===== config.mk =====
export PLATFORM = sky130hd
export DESIGN_NAME = bsp_top
export DESIGN_NICKNAME = d
export VERILOG_FILES = /design/src/include/bsp_pkg.sv /design/src/rtl/bsp_section_map.sv /design/src/rtl/bsp_irq.sv /design/src/rtl/bsp_top.sv
export VERILOG_INCLUDE_DIRS = /design/src /design/src/include
export SDC_FILE = /design/constraint.sdc
export NUM_CORES = 1
export LEC_CHECK = 0
export BUFFER_PORTS_ARGS = -buffer_cell sky130_fd_sc_hd__buf_2
export CAP_MARGIN = 30
export CELL_PAD_IN_SITES_DETAIL_PLACEMENT = 2
export CELL_PAD_IN_SITES_GLOBAL_PLACEMENT = 2
export CORE_UTILIZATION = 27
export DETAILED_ROUTE_END_ITERATION = 8
export GPL_TIMING_DRIVEN = 0
export PLACE_DENSITY = 0.91
export RECOVER_POWER = 50
export SLEW_MARGIN = 25
export SYNTH_ARGS = -nofsm -noshare
export SYNTH_HDL_FRONTEND = slang
export SYNTH_SLANG_ARGS = --single-unit

===== constraint.sdc =====
create_clock -name mclk -period 5.8 [get_ports mclk]
set_input_delay 1.16 -clock mclk [delete_from_list [all_inputs] [get_ports mclk]]
set_output_delay 1.16 -clock mclk [all_outputs]
set_load 0.02 [all_outputs]

===== src/include/bsp_consts.svh =====
// Constants of the boot self-programming section controller
`ifndef BSP_CONSTS_SVH
`define BSP_CONSTS_SVH

// ----------------------------------------------------------------
// Register offsets (word index on the plain register port)
// ----------------------------------------------------------------
`define BSP_OFF_CTRL       4'h0
`define BSP_OFF_IRQ_STAT   4'h1
`define BSP_OFF_IRQ_CLR    4'h2
`define BSP_OFF_IRQ_EN     4'h3
`define BSP_OFF_BOOT_PAGE  4'h4

// ----------------------------------------------------------------
// Field positions
// ----------------------------------------------------------------
`define BSP_CTRL_RWW_RE    4
`define BSP_CTRL_RWW_BUSY  6
`define BSP_CTRL_STALL     7
`define BSP_CTRL_STATE_MSB 2
`define BSP_LOCK_WR        0
`define BSP_EV_DONE        0
`define BSP_EV_IGNORED     1
`define BSP_EV_LOCKED      2
`define BSP_NUM_EV         3

// ----------------------------------------------------------------
// Reset values and fixed addresses
// ----------------------------------------------------------------
`define BSP_RST_BYTE       8'h00
`define BSP_APP_RESET_ADDR 16'h0000
`define BSP_FUSE_UNPROG    1'b1

`endif


===== src/include/bsp_pkg.sv =====
// Types of the boot self-programming section controller
package bsp_pkg;

    // Sequencer states, one-hot
    typedef enum logic [2:0] {
        BSP_ST_IDLE = 3'b001,
        BSP_ST_RWW  = 3'b010,
        BSP_ST_NO_READ_WHILE_WRITE_AREA = 3'b100
    } bsp_state_t;

    // Store-program commands issued by the CPU
    typedef enum logic [1:0] {
        BSP_CMD_LOAD  = 2'h0,
        BSP_CMD_ERASE = 2'h1,
        BSP_CMD_WRITE = 2'h2
    } bsp_cmd_t;

endpackage


===== src/rtl/bsp_section_map.sv =====
// Address to section decode for two addresses at once
`timescale 1ns/1ps
module bsp_section_map #(
    parameter int AW         = 16,
    parameter int NO_READ_WHILE_WRITE_AREA_START = 16'h0c00,
    parameter int BOOT_SZ0   = 16'h0400,
    parameter int BOOT_SZ1   = 16'h0200,
    parameter int BOOT_SZ2   = 16'h0100,
    parameter int BOOT_SZ3   = 16'h0080,
    parameter int FLASH_WORDS = 16'h1000
) (
    input  wire logic [1:0]    boot_size_fuses,
    input  wire logic [AW-1:0] addr_a,
    input  wire logic [AW-1:0] addr_b,
    output logic [AW-1:0]      boot_start,
    output logic               a_in_boot,
    output logic               b_in_boot,
    output logic               b_in_rww
);
    // ------------------------------------------------------------
    // Boundaries
    // ------------------------------------------------------------
    logic [AW-1:0] raw_start;
    logic [AW-1:0] no_read_while_write_area_lim;

    // Fuse selects the boot area size; largest size at fuses 00
    assign raw_start = (boot_size_fuses == 2'h0) ? AW'(FLASH_WORDS - BOOT_SZ0) :
                       (boot_size_fuses == 2'h1) ? AW'(FLASH_WORDS - BOOT_SZ1) :
                       (boot_size_fuses == 2'h2) ? AW'(FLASH_WORDS - BOOT_SZ2) :
                                                   AW'(FLASH_WORDS - BOOT_SZ3);
    assign no_read_while_write_area_lim  = AW'(NO_READ_WHILE_WRITE_AREA_START);
    // A boot area never reaches below the fixed boundary, whatever the fuses
    assign boot_start = (raw_start < no_read_while_write_area_lim) ? no_read_while_write_area_lim : raw_start;

    function automatic logic in_boot(input logic [AW-1:0] a, input logic [AW-1:0] s);
        in_boot = (a >= s);
    endfunction

    // Two independent splits of the same array
    assign a_in_boot = in_boot(addr_a, boot_start);
    assign b_in_boot = in_boot(addr_b, boot_start);
    assign b_in_rww  = (addr_b < no_read_while_write_area_lim);
endmodule // bsp_section_map


===== src/rtl/bsp_irq.sv =====
// Sticky event status, enable and clear, one level interrupt
`timescale 1ns/1ps
module bsp_irq #(
    parameter int NEV = 3
) (
    input  wire logic           mclk,
    input  wire logic           rst_n,
    input  wire logic           ce,
    input  wire logic [NEV-1:0] ev,
    input  wire logic [NEV-1:0] clr,
    input  wire logic           en_wr,
    input  wire logic [NEV-1:0] en_wdata,
    output logic [NEV-1:0]      status_reg,
    output logic [NEV-1:0]      enable_reg,
    output logic                irq_reg
);
    // ------------------------------------------------------------
    // Sticky bits: a new event beats a clear in the same cycle
    // ------------------------------------------------------------
    genvar i;
    generate
        for (i = 0; i < NEV; i++) begin : g_bit
            always_ff @(posedge mclk) begin
                if (!rst_n) begin
                    status_reg[i] <= 1'b0;
                end else if (ce) begin
                    status_reg[i] <= ev[i] | (status_reg[i] & ~clr[i]);
                end
            end
        end
    endgenerate

    // Enable register and registered interrupt level
    always_ff @(posedge mclk) begin
        if (!rst_n) begin
            enable_reg <= '0;
            irq_reg    <= 1'b0;
        end else if (ce) begin
            if (en_wr) begin
                enable_reg <= en_wdata;
            end
            irq_reg <= |(status_reg & enable_reg);
        end
    end
endmodule // bsp_irq


===== src/rtl/bsp_top.sv =====
// Section access control for Flash self-programming
`timescale 1ns/1ps
`include "bsp_consts.svh"
module bsp_top #(
    parameter int AW          = 16,
    parameter int PAGE_BITS   = 5,
    parameter int FLASH_WORDS = 16'h1000,
    parameter int NO_READ_WHILE_WRITE_AREA_START  = 16'h0c00,
    parameter int BOOT_SZ0    = 16'h0400,
    parameter int BOOT_SZ1    = 16'h0200,
    parameter int BOOT_SZ2    = 16'h0100,
    parameter int BOOT_SZ3    = 16'h0080
) (
    input  wire logic          mclk,
    input  wire logic          rst_n,
    input  wire logic          ce,
    // Fuses and lock bits
    input  wire logic [1:0]    boot_size_fuses,
    input  wire logic          boot_reset_vector_fuse,
    input  wire logic [1:0]    app_lock_bits,
    input  wire logic [1:0]    boot_lock_bits,
    // CPU side
    input  wire logic [AW-1:0] pc_addr,
    input  wire logic          spm_req,
    input  wire logic [1:0]    spm_cmd,
    input  wire logic [AW-1:0] spm_addr,
    output logic               cpu_stall_reg,
    output logic               rww_area_busy_flag_reg,
    output logic [AW-1:0]      reset_vector_reg,
    // Flash array side
    output logic               flash_start_reg,
    output logic [1:0]         flash_cmd_reg,
    output logic [AW-1:0]      flash_addr_reg,
    input  wire logic          flash_done,
    // Register port
    input  wire logic [3:0]    reg_addr,
    input  wire logic [7:0]    reg_wdata,
    input  wire logic          reg_wr,
    input  wire logic          reg_rd,
    output logic [7:0]         reg_rdata_reg,
    output logic               irq_reg
);
    // ------------------------------------------------------------
    // Section decode
    // ------------------------------------------------------------
    logic [AW-1:0] boot_start;
    logic          pc_in_boot;
    logic          tgt_in_boot;
    logic          tgt_in_rww;

    bsp_section_map #(
        .AW          (AW),
        .NO_READ_WHILE_WRITE_AREA_START  (NO_READ_WHILE_WRITE_AREA_START),
        .BOOT_SZ0    (BOOT_SZ0),
        .BOOT_SZ1    (BOOT_SZ1),
        .BOOT_SZ2    (BOOT_SZ2),
        .BOOT_SZ3    (BOOT_SZ3),
        .FLASH_WORDS (FLASH_WORDS)
    ) u_map (
        .boot_size_fuses (boot_size_fuses),
        .addr_a          (pc_addr),
        .addr_b          (spm_addr),
        .boot_start      (boot_start),
        .a_in_boot       (pc_in_boot),
        .b_in_boot       (tgt_in_boot),
        .b_in_rww        (tgt_in_rww)
    );

    // ------------------------------------------------------------
    // Request qualification
    // ------------------------------------------------------------
    bsp_pkg::bsp_state_t state_reg;
    bsp_pkg::bsp_state_t state_next;
    logic          is_idle;
    logic          is_prog;
    logic          is_load;
    logic          lock_hit;
    logic          req_ok;
    logic          go_prog;
    logic          go_load;
    logic          ev_ignored;
    logic          ev_locked;
    logic          ev_done;
    logic [AW-1:0] page_addr;

    assign is_idle  = (state_reg == bsp_pkg::BSP_ST_IDLE);
    assign is_prog  = (spm_cmd == bsp_pkg::BSP_CMD_ERASE) |
                      (spm_cmd == bsp_pkg::BSP_CMD_WRITE);
    assign is_load  = (spm_cmd == bsp_pkg::BSP_CMD_LOAD);
    // Low bit of each pair programmed (0) forbids writes to that area
    assign lock_hit = is_prog & (tgt_in_boot ? ~boot_lock_bits[`BSP_LOCK_WR]
                                             : ~app_lock_bits[`BSP_LOCK_WR]);
    // Only code fetched from the boot area may start anything
    assign req_ok   = spm_req & is_idle & pc_in_boot;
    // Target may be anywhere, boot area included
    assign go_prog  = req_ok & is_prog & ~lock_hit;
    assign go_load  = req_ok & is_load;
    assign ev_ignored = spm_req & ~pc_in_boot;
    assign ev_locked  = spm_req & pc_in_boot & (lock_hit | ~is_idle);
    assign ev_done    = ~is_idle & flash_done;
    // Erase and write act on whole pages; loads keep the word address
    assign page_addr = {spm_addr[AW-1:PAGE_BITS], {PAGE_BITS{1'b0}}};

    // ------------------------------------------------------------
    // Register decode
    // ------------------------------------------------------------
    logic         wr_ctrl;
    logic         wr_clr;
    logic         wr_en;
    logic         rww_re;
    logic [7:0]   rd_mux;
    logic [`BSP_NUM_EV-1:0] irq_status;
    logic [`BSP_NUM_EV-1:0] irq_enable;
    logic [`BSP_NUM_EV-1:0] irq_ev;

    assign wr_ctrl = reg_wr & (reg_addr == `BSP_OFF_CTRL);
    assign wr_clr  = reg_wr & (reg_addr == `BSP_OFF_IRQ_CLR);
    assign wr_en   = reg_wr & (reg_addr == `BSP_OFF_IRQ_EN);
    // Read enable only takes effect once the operation has finished
    assign rww_re  = wr_ctrl & reg_wdata[`BSP_CTRL_RWW_RE] & is_idle;

    always_comb begin
        rd_mux = `BSP_RST_BYTE;
        if (reg_addr == `BSP_OFF_CTRL) begin
            rd_mux[`BSP_CTRL_RWW_BUSY] = rww_area_busy_flag_reg;
            rd_mux[`BSP_CTRL_STALL]    = cpu_stall_reg;
            rd_mux[`BSP_CTRL_STATE_MSB:0] = state_reg;
        end else if (reg_addr == `BSP_OFF_IRQ_STAT) begin
            rd_mux[`BSP_NUM_EV-1:0] = irq_status;
        end else if (reg_addr == `BSP_OFF_IRQ_EN) begin
            rd_mux[`BSP_NUM_EV-1:0] = irq_enable;
        end else if (reg_addr == `BSP_OFF_BOOT_PAGE) begin
            rd_mux = 8'(boot_start >> PAGE_BITS);
        end
    end

    assign irq_ev = {ev_locked, ev_ignored, ev_done};

    bsp_irq #(
        .NEV (`BSP_NUM_EV)
    ) u_irq (
        .mclk       (mclk),
        .rst_n      (rst_n),
        .ce         (ce),
        .ev         (irq_ev),
        .clr        (wr_clr ? reg_wdata[`BSP_NUM_EV-1:0] : {`BSP_NUM_EV{1'b0}}),
        .en_wr      (wr_en),
        .en_wdata   (reg_wdata[`BSP_NUM_EV-1:0]),
        .status_reg (irq_status),
        .enable_reg (irq_enable),
        .irq_reg    (irq_reg)
    );

    // ------------------------------------------------------------
    // Sequencer
    // ------------------------------------------------------------
    // READ_WHILE_WRITE_AREA targets let the CPU run; NO_READ_WHILE_WRITE_AREA targets hold it for the operation
    always_comb begin
        state_next = state_reg;
        case (state_reg)
            bsp_pkg::BSP_ST_IDLE: begin
                if (go_prog) begin
                    state_next = tgt_in_rww ? bsp_pkg::BSP_ST_RWW
                                            : bsp_pkg::BSP_ST_NO_READ_WHILE_WRITE_AREA;
                end
            end
            bsp_pkg::BSP_ST_RWW: begin
                if (flash_done) begin
                    state_next = bsp_pkg::BSP_ST_IDLE;
                end
            end
            bsp_pkg::BSP_ST_NO_READ_WHILE_WRITE_AREA: begin
                if (flash_done) begin
                    state_next = bsp_pkg::BSP_ST_IDLE;
                end
            end
            default: state_next = bsp_pkg::BSP_ST_IDLE;
        endcase
    end

    always_ff @(posedge mclk) begin
        if (!rst_n) begin
            state_reg     <= bsp_pkg::BSP_ST_IDLE;
            cpu_stall_reg <= 1'b0;
        end else if (ce) begin
            state_reg     <= state_next;
            cpu_stall_reg <= (state_next == bsp_pkg::BSP_ST_NO_READ_WHILE_WRITE_AREA);
        end
    end

    // Busy flag: start of an READ_WHILE_WRITE_AREA operation wins over any clear
    always_ff @(posedge mclk) begin
        if (!rst_n) begin
            rww_area_busy_flag_reg <= 1'b0;
        end else if (ce) begin
            if (go_prog & tgt_in_rww) begin
                rww_area_busy_flag_reg <= 1'b1;
            end else if (go_load | rww_re) begin
                rww_area_busy_flag_reg <= 1'b0;
            end
        end
    end

    // Command to the Flash array, one-cycle start pulse
    always_ff @(posedge mclk) begin
        if (!rst_n) begin
            flash_start_reg <= 1'b0;
            flash_cmd_reg   <= bsp_pkg::BSP_CMD_LOAD;
            flash_addr_reg  <= '0;
        end else if (ce) begin
            flash_start_reg <= go_prog | go_load;
            if (go_prog | go_load) begin
                flash_cmd_reg  <= spm_cmd;
                flash_addr_reg <= go_prog ? page_addr : spm_addr;
            end
        end
    end

    // Reset address follows the boot reset fuse; caught while reset holds
    always_ff @(posedge mclk) begin
        if (!rst_n) begin
            reset_vector_reg <= (boot_reset_vector_fuse == `BSP_FUSE_UNPROG) ?
                                AW'(`BSP_APP_RESET_ADDR) : boot_start;
        end
    end

    // Read data stands in the cycle after the strobe only
    always_ff @(posedge mclk) begin
        if (!rst_n) begin
            reg_rdata_reg <= `BSP_RST_BYTE;
        end else if (ce) begin
            reg_rdata_reg <= reg_rd ? rd_mux : `BSP_RST_BYTE;
        end
    end
endmodule // bsp_top


**Yosys cells after proc, flatten, opt, wreduce, memory -nomap -nowiden**

Index checks and enable logic that the tools add are counted.

- Bits in registers: 55
- Bits in latches: 0
- Bits in writable memories: 0
- Memory bits (read-only): 0
- Input bits: 60
- Output and inout bits: 46
- Word-level logic and storage cells: 95
- Memories kept: 0

- Add/subtract/negate cells: 0
- $mul: 0
- Div/mod/pow operators: 0
- Magnitude comparators: 4
- Equal/unequal tests: 12
- Shifts and indexed selects: 0
- Mux-type cells: 22
- Bitwise gates (word level): 35
- Reductions and logical operators: 9

Operators with widths:

| cell | number |
|---|---|
| 2-to-1 mux 16 bit | 3 |
| greater-or-equal comparator 16 bit | 2 |
| less-than comparator 16 x 12 -> 1 bit, second input constant | 2 |
| 2-to-1 mux 3 bit | 8 |
| 2-to-1 mux 8 bit | 3 |
| AND 1 bit | 19 |
| 2-to-1 mux 5 bit | 3 |
| equality test 4 x 2 -> 1 bit, second input constant | 2 |
| inverter 1 bit | 8 |
| OR 1 bit | 7 |
| equality test 3 bit, second input constant | 2 |
| case mux 3 bit (2 select lines) | 1 |
| AND reduction 2 bit | 3 |
| equality test 2 x 1 -> 1 bit, second input constant | 2 |
| equality test 2 bit, second input constant | 2 |
| equality test 4 x 1 -> 1 bit, second input constant | 1 |
| equality test 4 x 3 -> 1 bit, second input constant | 1 |
| zero test 2 bit | 2 |
| zero test 4 bit | 1 |
| AND 3 bit | 1 |
| equality test 3 x 1 -> 1 bit, second input constant | 1 |
| equality test 3 x 2 -> 1 bit, second input constant | 1 |
| 2-to-1 mux 1 bit | 3 |
| OR reduction 3 bit | 1 |
| other kinds (3) | 3 |

**Depth between registers and ports, before layout**

- Word-level depth: 14
- Mapped depth: 11
- Gate-level depth less buffers: 9

**By module**

From an unflattened synthesis, not the netlist that was laid out.

- Cell total of the unflattened synthesis: 276
- Area, all modules: 2,770.2 µm²

By module, submodules not included:

| module | instances | cells each | area each (µm²) |
|---|---|---|---|
| bsp_top | 1 | 202 | 2,137.0 |
| bsp_section_map | 1 | 45 | 326.6 |
| bsp_irq | 1 | 29 | 306.5 |

**Worst setup path before layout**

No wires, ideal clock.

- Path type: input port to flip-flop
- Start point: input port boot_size_fuses[0]
- End point: register flash_start_reg
- Arrival: 2,997 ps
- Required time: 5,685 ps
- Path slack: 2,688 ps
- Stages: 10
- Path buffers: 2
- Cells stage by stage: nand2_1 -> inv_1 -> ha_1 -> or4b_1 -> o21ai_2 -> a211oi_1 -> o31a_1 -> buf_6 -> buf_12 -> o21a_1

- Cells in the longest elaborated chain, start to end: 12
- Elaborated cells between the ends (all ways): 18
- Classes of those cells: order compare: 3; eq/ne: 2; mux: 5; bitwise: 7; reduce/logical: 1

Ends and longest elaborated chain:

| item | line | RTL |
|---|---|---|
| from (decl) | bsp_top.sv:18 | `input wire logic [1:0] boot_size_fuses,` |
| equality test 2 bit | bsp_section_map.sv:29 | `(boot_size_fuses == 2'h2) ? AW'(FLASH_WORDS - BOOT_SZ2) :` |
| 2-to-1 mux 8 bit | bsp_section_map.sv:29 |  |
| 2-to-1 mux 16 bit | bsp_section_map.sv:28 | `(boot_size_fuses == 2'h1) ? AW'(FLASH_WORDS - BOOT_SZ1) :` |
| 2-to-1 mux 16 bit * | bsp_section_map.sv:27 | `assign raw_start = (boot_size_fuses == 2'h0) ? AW'(FLASH_WORDS - BOOT_SZ0) :` |
| less-than comparator 16 x 12 -> 1 bit | bsp_section_map.sv:33 | `assign boot_start = (raw_start < no_read_while_write_area_lim) ? no_read_while_write_area_lim : raw_start;` |
| 2-to-1 mux 16 bit * | bsp_section_map.sv:33 |  |
| named net boot_start[7] | bsp_top.sv:46 | `logic [AW-1:0] boot_start;` |
| greater-or-equal comparator 16 bit | bsp_section_map.sv:36 | `in_boot = (a >= s);` |
| 2-to-1 mux 1 bit | bsp_top.sv:91 | `` assign lock_hit = is_prog & (tgt_in_boot ? ~boot_lock_bits[`BSP_LOCK_WR] `` |
| AND 1 bit | bsp_top.sv:91 |  |
| inverter 1 bit | bsp_top.sv:96 | `assign go_prog = req_ok & is_prog & ~lock_hit;` |
| AND 1 bit | bsp_top.sv:96 |  |
| OR 1 bit * | bsp_top.sv:211 | `flash_start_reg <= go_prog \| go_load;` |
| to (signal assigned) | bsp_top.sv:211 |  |
| to (decl) | bsp_top.sv:31 | `output logic flash_start_reg,` |

The timed path passes the listed nets; every way through them passes the cells marked *.
A chain may end at the register's enable or synchronous reset.

**Worst setup path in the final report**

- Start point: input port boot_size_fuses[1]
- End point: register cpu_stall_reg

- Cells in the longest elaborated chain, start to end: 14
- Elaborated cells between the ends (all ways): 19
- Classes of those cells: order compare: 3; eq/ne: 3; mux: 7; bitwise: 5; reduce/logical: 1

Ends and longest elaborated chain:

| item | line | RTL |
|---|---|---|
| equality test 2 bit | bsp_section_map.sv:29 |  |
| 2-to-1 mux 8 bit | bsp_section_map.sv:29 |  |
| 2-to-1 mux 16 bit | bsp_section_map.sv:28 |  |
| 2-to-1 mux 16 bit * | bsp_section_map.sv:27 |  |
| less-than comparator 16 x 12 -> 1 bit | bsp_section_map.sv:33 |  |
| 2-to-1 mux 16 bit * | bsp_section_map.sv:33 |  |
| named net boot_start[7] | bsp_top.sv:46 |  |
| greater-or-equal comparator 16 bit | bsp_section_map.sv:36 |  |
| 2-to-1 mux 1 bit | bsp_top.sv:91 |  |
| AND 1 bit | bsp_top.sv:91 |  |
| inverter 1 bit | bsp_top.sv:96 |  |
| AND 1 bit * | bsp_top.sv:96 |  |
| 2-to-1 mux 3 bit * | bsp_top.sv:162 | `if (go_prog) begin` |
| case mux 3 bit (2 select lines) * | bsp_top.sv:160 | `case (state_reg)` |
| equality test 3 bit * | bsp_top.sv:187 | `cpu_stall_reg <= (state_next == bsp_pkg::BSP_ST_NO_READ_WHILE_WRITE_AREA);` |
| to (signal assigned) | bsp_top.sv:187 |  |
| to (decl) | bsp_top.sv:27 | `output logic cpu_stall_reg,` |

Marks and branches as above.

==> flow_metrics.py <==
metrics = {
    "run_status": {
        "status": "finished, violations left",
        "violations": "design-rule violations",
    },
    "pwr": {
        "p_per_area_nw_per_um2": 219,
        "ir_drop_mv": 0.132,
        "leakagePower_nw": 1.18,
    },
    "cells_and_area": {
        "syn2layout_area_growth_pct": 28.2,
        "largest_register_ffs": 16,
        "final_layout_size_suffix_gt1_share_pct": 20.1,
        "antennaDiodeCount": 0,
        "nets": 439,
    },
    "sta": {
        "rsz0062_at_grt": "false",
        "fmax_mhz": 293,
        "setup_violations": 0,
        "finalHoldViolations": 0,
        "tns_ns": 0,
        "slew_viol_final": 0,
        "min_period_ns": 3.41,
        "slew_headroom_pct": 51.9,
        "clock-skew-final_ns": 0.00920,
        "fin_ws_ns": 2.39,
        "max_slew.worst_pin.slew_ns": 0.715,
        "fin_crit_sh_pct": 58.8,
    },
    "synth": {
        "yosys.area.top_type_share_pct": 34.2,
        "syn_inst": 269,
        "yosys_warnings": 0,
        "avgSynthCellArea_um2": 8.49,
        "synth_top_cell_by_area": "dfxtp_1",
        "seq_area_frac_synth_pct": 39.5,
        "synthDistinctLibCells": 52,
        "syn_area_um2": 2280,
        "synthArstFlopShare_pct": 0,
        "synth_edf_count": 4,
        "ys_ff_latch": 43,
        "synth_ff_type": "dfxtp_1",
        "ys_top_cells_by_area": "dfxtp_1 34%, mux2i_1 11%, nand2_1 7.4%",
    },
    "clock_tree": {
        "cts_resized": 0,
        "clockBufferDepth": 2,
        "post_cts_buffers": 0,
        "cts_buffers": 5,
        "cts.clk_slew.worst_paths_ns": 0.10,
        "cts_root_buffer": "clkbuf_8",
        "cts_hold_buf": 0,
        "cts_tree": "built",
        "insertion_delay_ns": 0.30,
        "clock_sinks": 43,
        "h-tree-depth": 2,
    },
    "floorplan": {
        "initial_core_util_pct": 27.8,
        "rows": 33,
        "die_x_um": 94.0,
        "die_area_um2": 8830,
        "coreArea_um2": 8220,
        "dieHeight_um": 94.0,
        "boundaryPins": 106,
    },
    "detailed_routing": {
        "via_per_inst": 4.87,
        "totalWireLength_mm": 7.81,
        "route.detailed.drc": 2,
        "drt_iter0_drc": 96,
        "via_count": 2330,
        "ant_nets": 0,
        "first_pass_iters": 6,
        "routedWlPerCell_um": 16.3,
    },
    "global_routing": {
        "grt_pass1_wl_mm": 12.6,
        "globalRoute.totalOverflow": 0,
        "grt.total_usage_pct": 18.5,
        "antenna_found_initial": 0,
        "grt_max_degree": 16,
        "grt_pass1_vias": 2492,
    },
    "setup_path": {
        "crit_arrival_ns": 3.66,
        "start_kind": "primary input",
        "path_max_fanout": 9,
        "worstPathRequired_ns": 6.05,
        "cp-end-kind": "flop",
        "worstSetupPathType": "in -> reg",
    },
    "place": {
        "gp_congestion": 0.826,
        "hpwl_mm": 6.30,
        "io_buffers": 86,
        "dp_slack_ns": 2.02,
    },
    "run": {
        "cap_viol_max_count": 0,
    },
    "hold_path": {
        "hp-class": "reg -> reg",
    },
}
==> synth_stat cells, types with 4 or more instances <==
master	instances
a21oi_1	16
buf_4	12
clkbuf_1	9
dfxtp_1	39
edfxtp_1	4
ha_1	7
inv_1	13
mux2i_1	24
nand2_1	45
nand2b_1	5
nand3_1	11
nor2_1	28
nor4_1	4
o21ai_0	4
==> through the flow <==
step           utilization, %  hold WS, ns  power [W]  std cells  instance area, um2
2_1_floorplan               -        0.473   0.000395        279                2320
3_3_place_gp             35.1        0.441   0.000439        470                2880
3_5_place_dp             35.1        0.450   0.000446        470                2880
4_1_cts                  36.2        0.469   0.000651        478                2980
5_1_grt                  35.6        0.488   0.000670        478                2930
6_report                 35.6        0.466   0.000640        478                2930
==> path summary, 6_finish.rpt <==
| check | startpoint | end | slack, ns | cells past startpoint |
|---|---|---|---|---|
| worst max-delay path | boot_size_fuses[1] | cpu_stall_reg | 2.39 | 10 |
| worst min-delay path | flash_addr_reg[8] | flash_addr_reg[8] | 0.47 | 2 |
| worst max register to register | state_reg[2] | flash_addr_reg[12] | 3.57 | 7 |
| worst min register to register | flash_addr_reg[8] | flash_addr_reg[8] | 0.47 | 2 |
==> kinds of logic after synthesis <==
group,count (synthesis),share of synthesized area (%)
adders and majority gates,7,3.84
other,1,0.164
xor gates and xnor gates,1,0.384
and+or+nand+nor,110,22.6
DFF,43,39.5
buffers and inverters,37,9.10
muxes,24,10.5
AOI/OAI and AO/OA,46,14.0
==> where the power goes <==
| part | internal [W] | switching, W |
|---|---|---|
| registers | 0.000309 | 0.00000606 |
| logic | 0.0000461 | 0.0000738 |
| clock network | 0.0000863 | 0.000118 |
==> cell type report <==
type                    instances  area, um2
well taps                     105        131
plain buffers                  24        159
clock buffers                   5       68.8
multi-input cells             199       1210
inverters                      13       48.8
fillers                      1002       5290
repair buffers                 86        382
flip-flops and latches         43        901
clock inverters                 3       23.8
==> cell usage in the layout (no fill, tap or decap), types with 2 or more instances in the layout <==
cell	netlist	final
a211oi_1	3	3
a21oi_1	16	16
a31oi_1	3	3
and3_1	2	2
buf_2	0	47
buf_4	12	12
clkbuf_1	9	48
clkbuf_8	0	5
clkinvlp_4	0	2
conb_1	1	11
dfxtp_1	39	39
edfxtp_1	4	4
ha_1	7	7
inv_1	13	13
mux2i_1	24	24
nand2_1	45	45
nand2b_1	5	5
nand3_1	11	11
nor2_1	28	28
nor3_1	2	2
nor3b_1	3	3
nor4_1	4	4
o21a_1	2	2
o21ai_0	4	4
o21bai_1	2	2
==> critical path, cell delays in order <==
cell	delay (ns)
clkbuf_1	0.13
nand2_1	0.15
inv_1	0.12
ha_1	0.28
nor4b_1	0.39
a211oi_1	0.16
o31ai_2	0.34
o2111ai_2	0.36
o311a_1	0.47
nor2_1	0.11
==> routing by layer <==
metal  part of all wire (%)  track usage [%]  vias up
li1                       -                -     1122
met1                     42             21.7     1135
met2                     53             34.8       63
met3                    3.3             2.67       10
met4                    1.5             4.62        0
met5                      0                0        -
(Power assumes the default switching activity.)
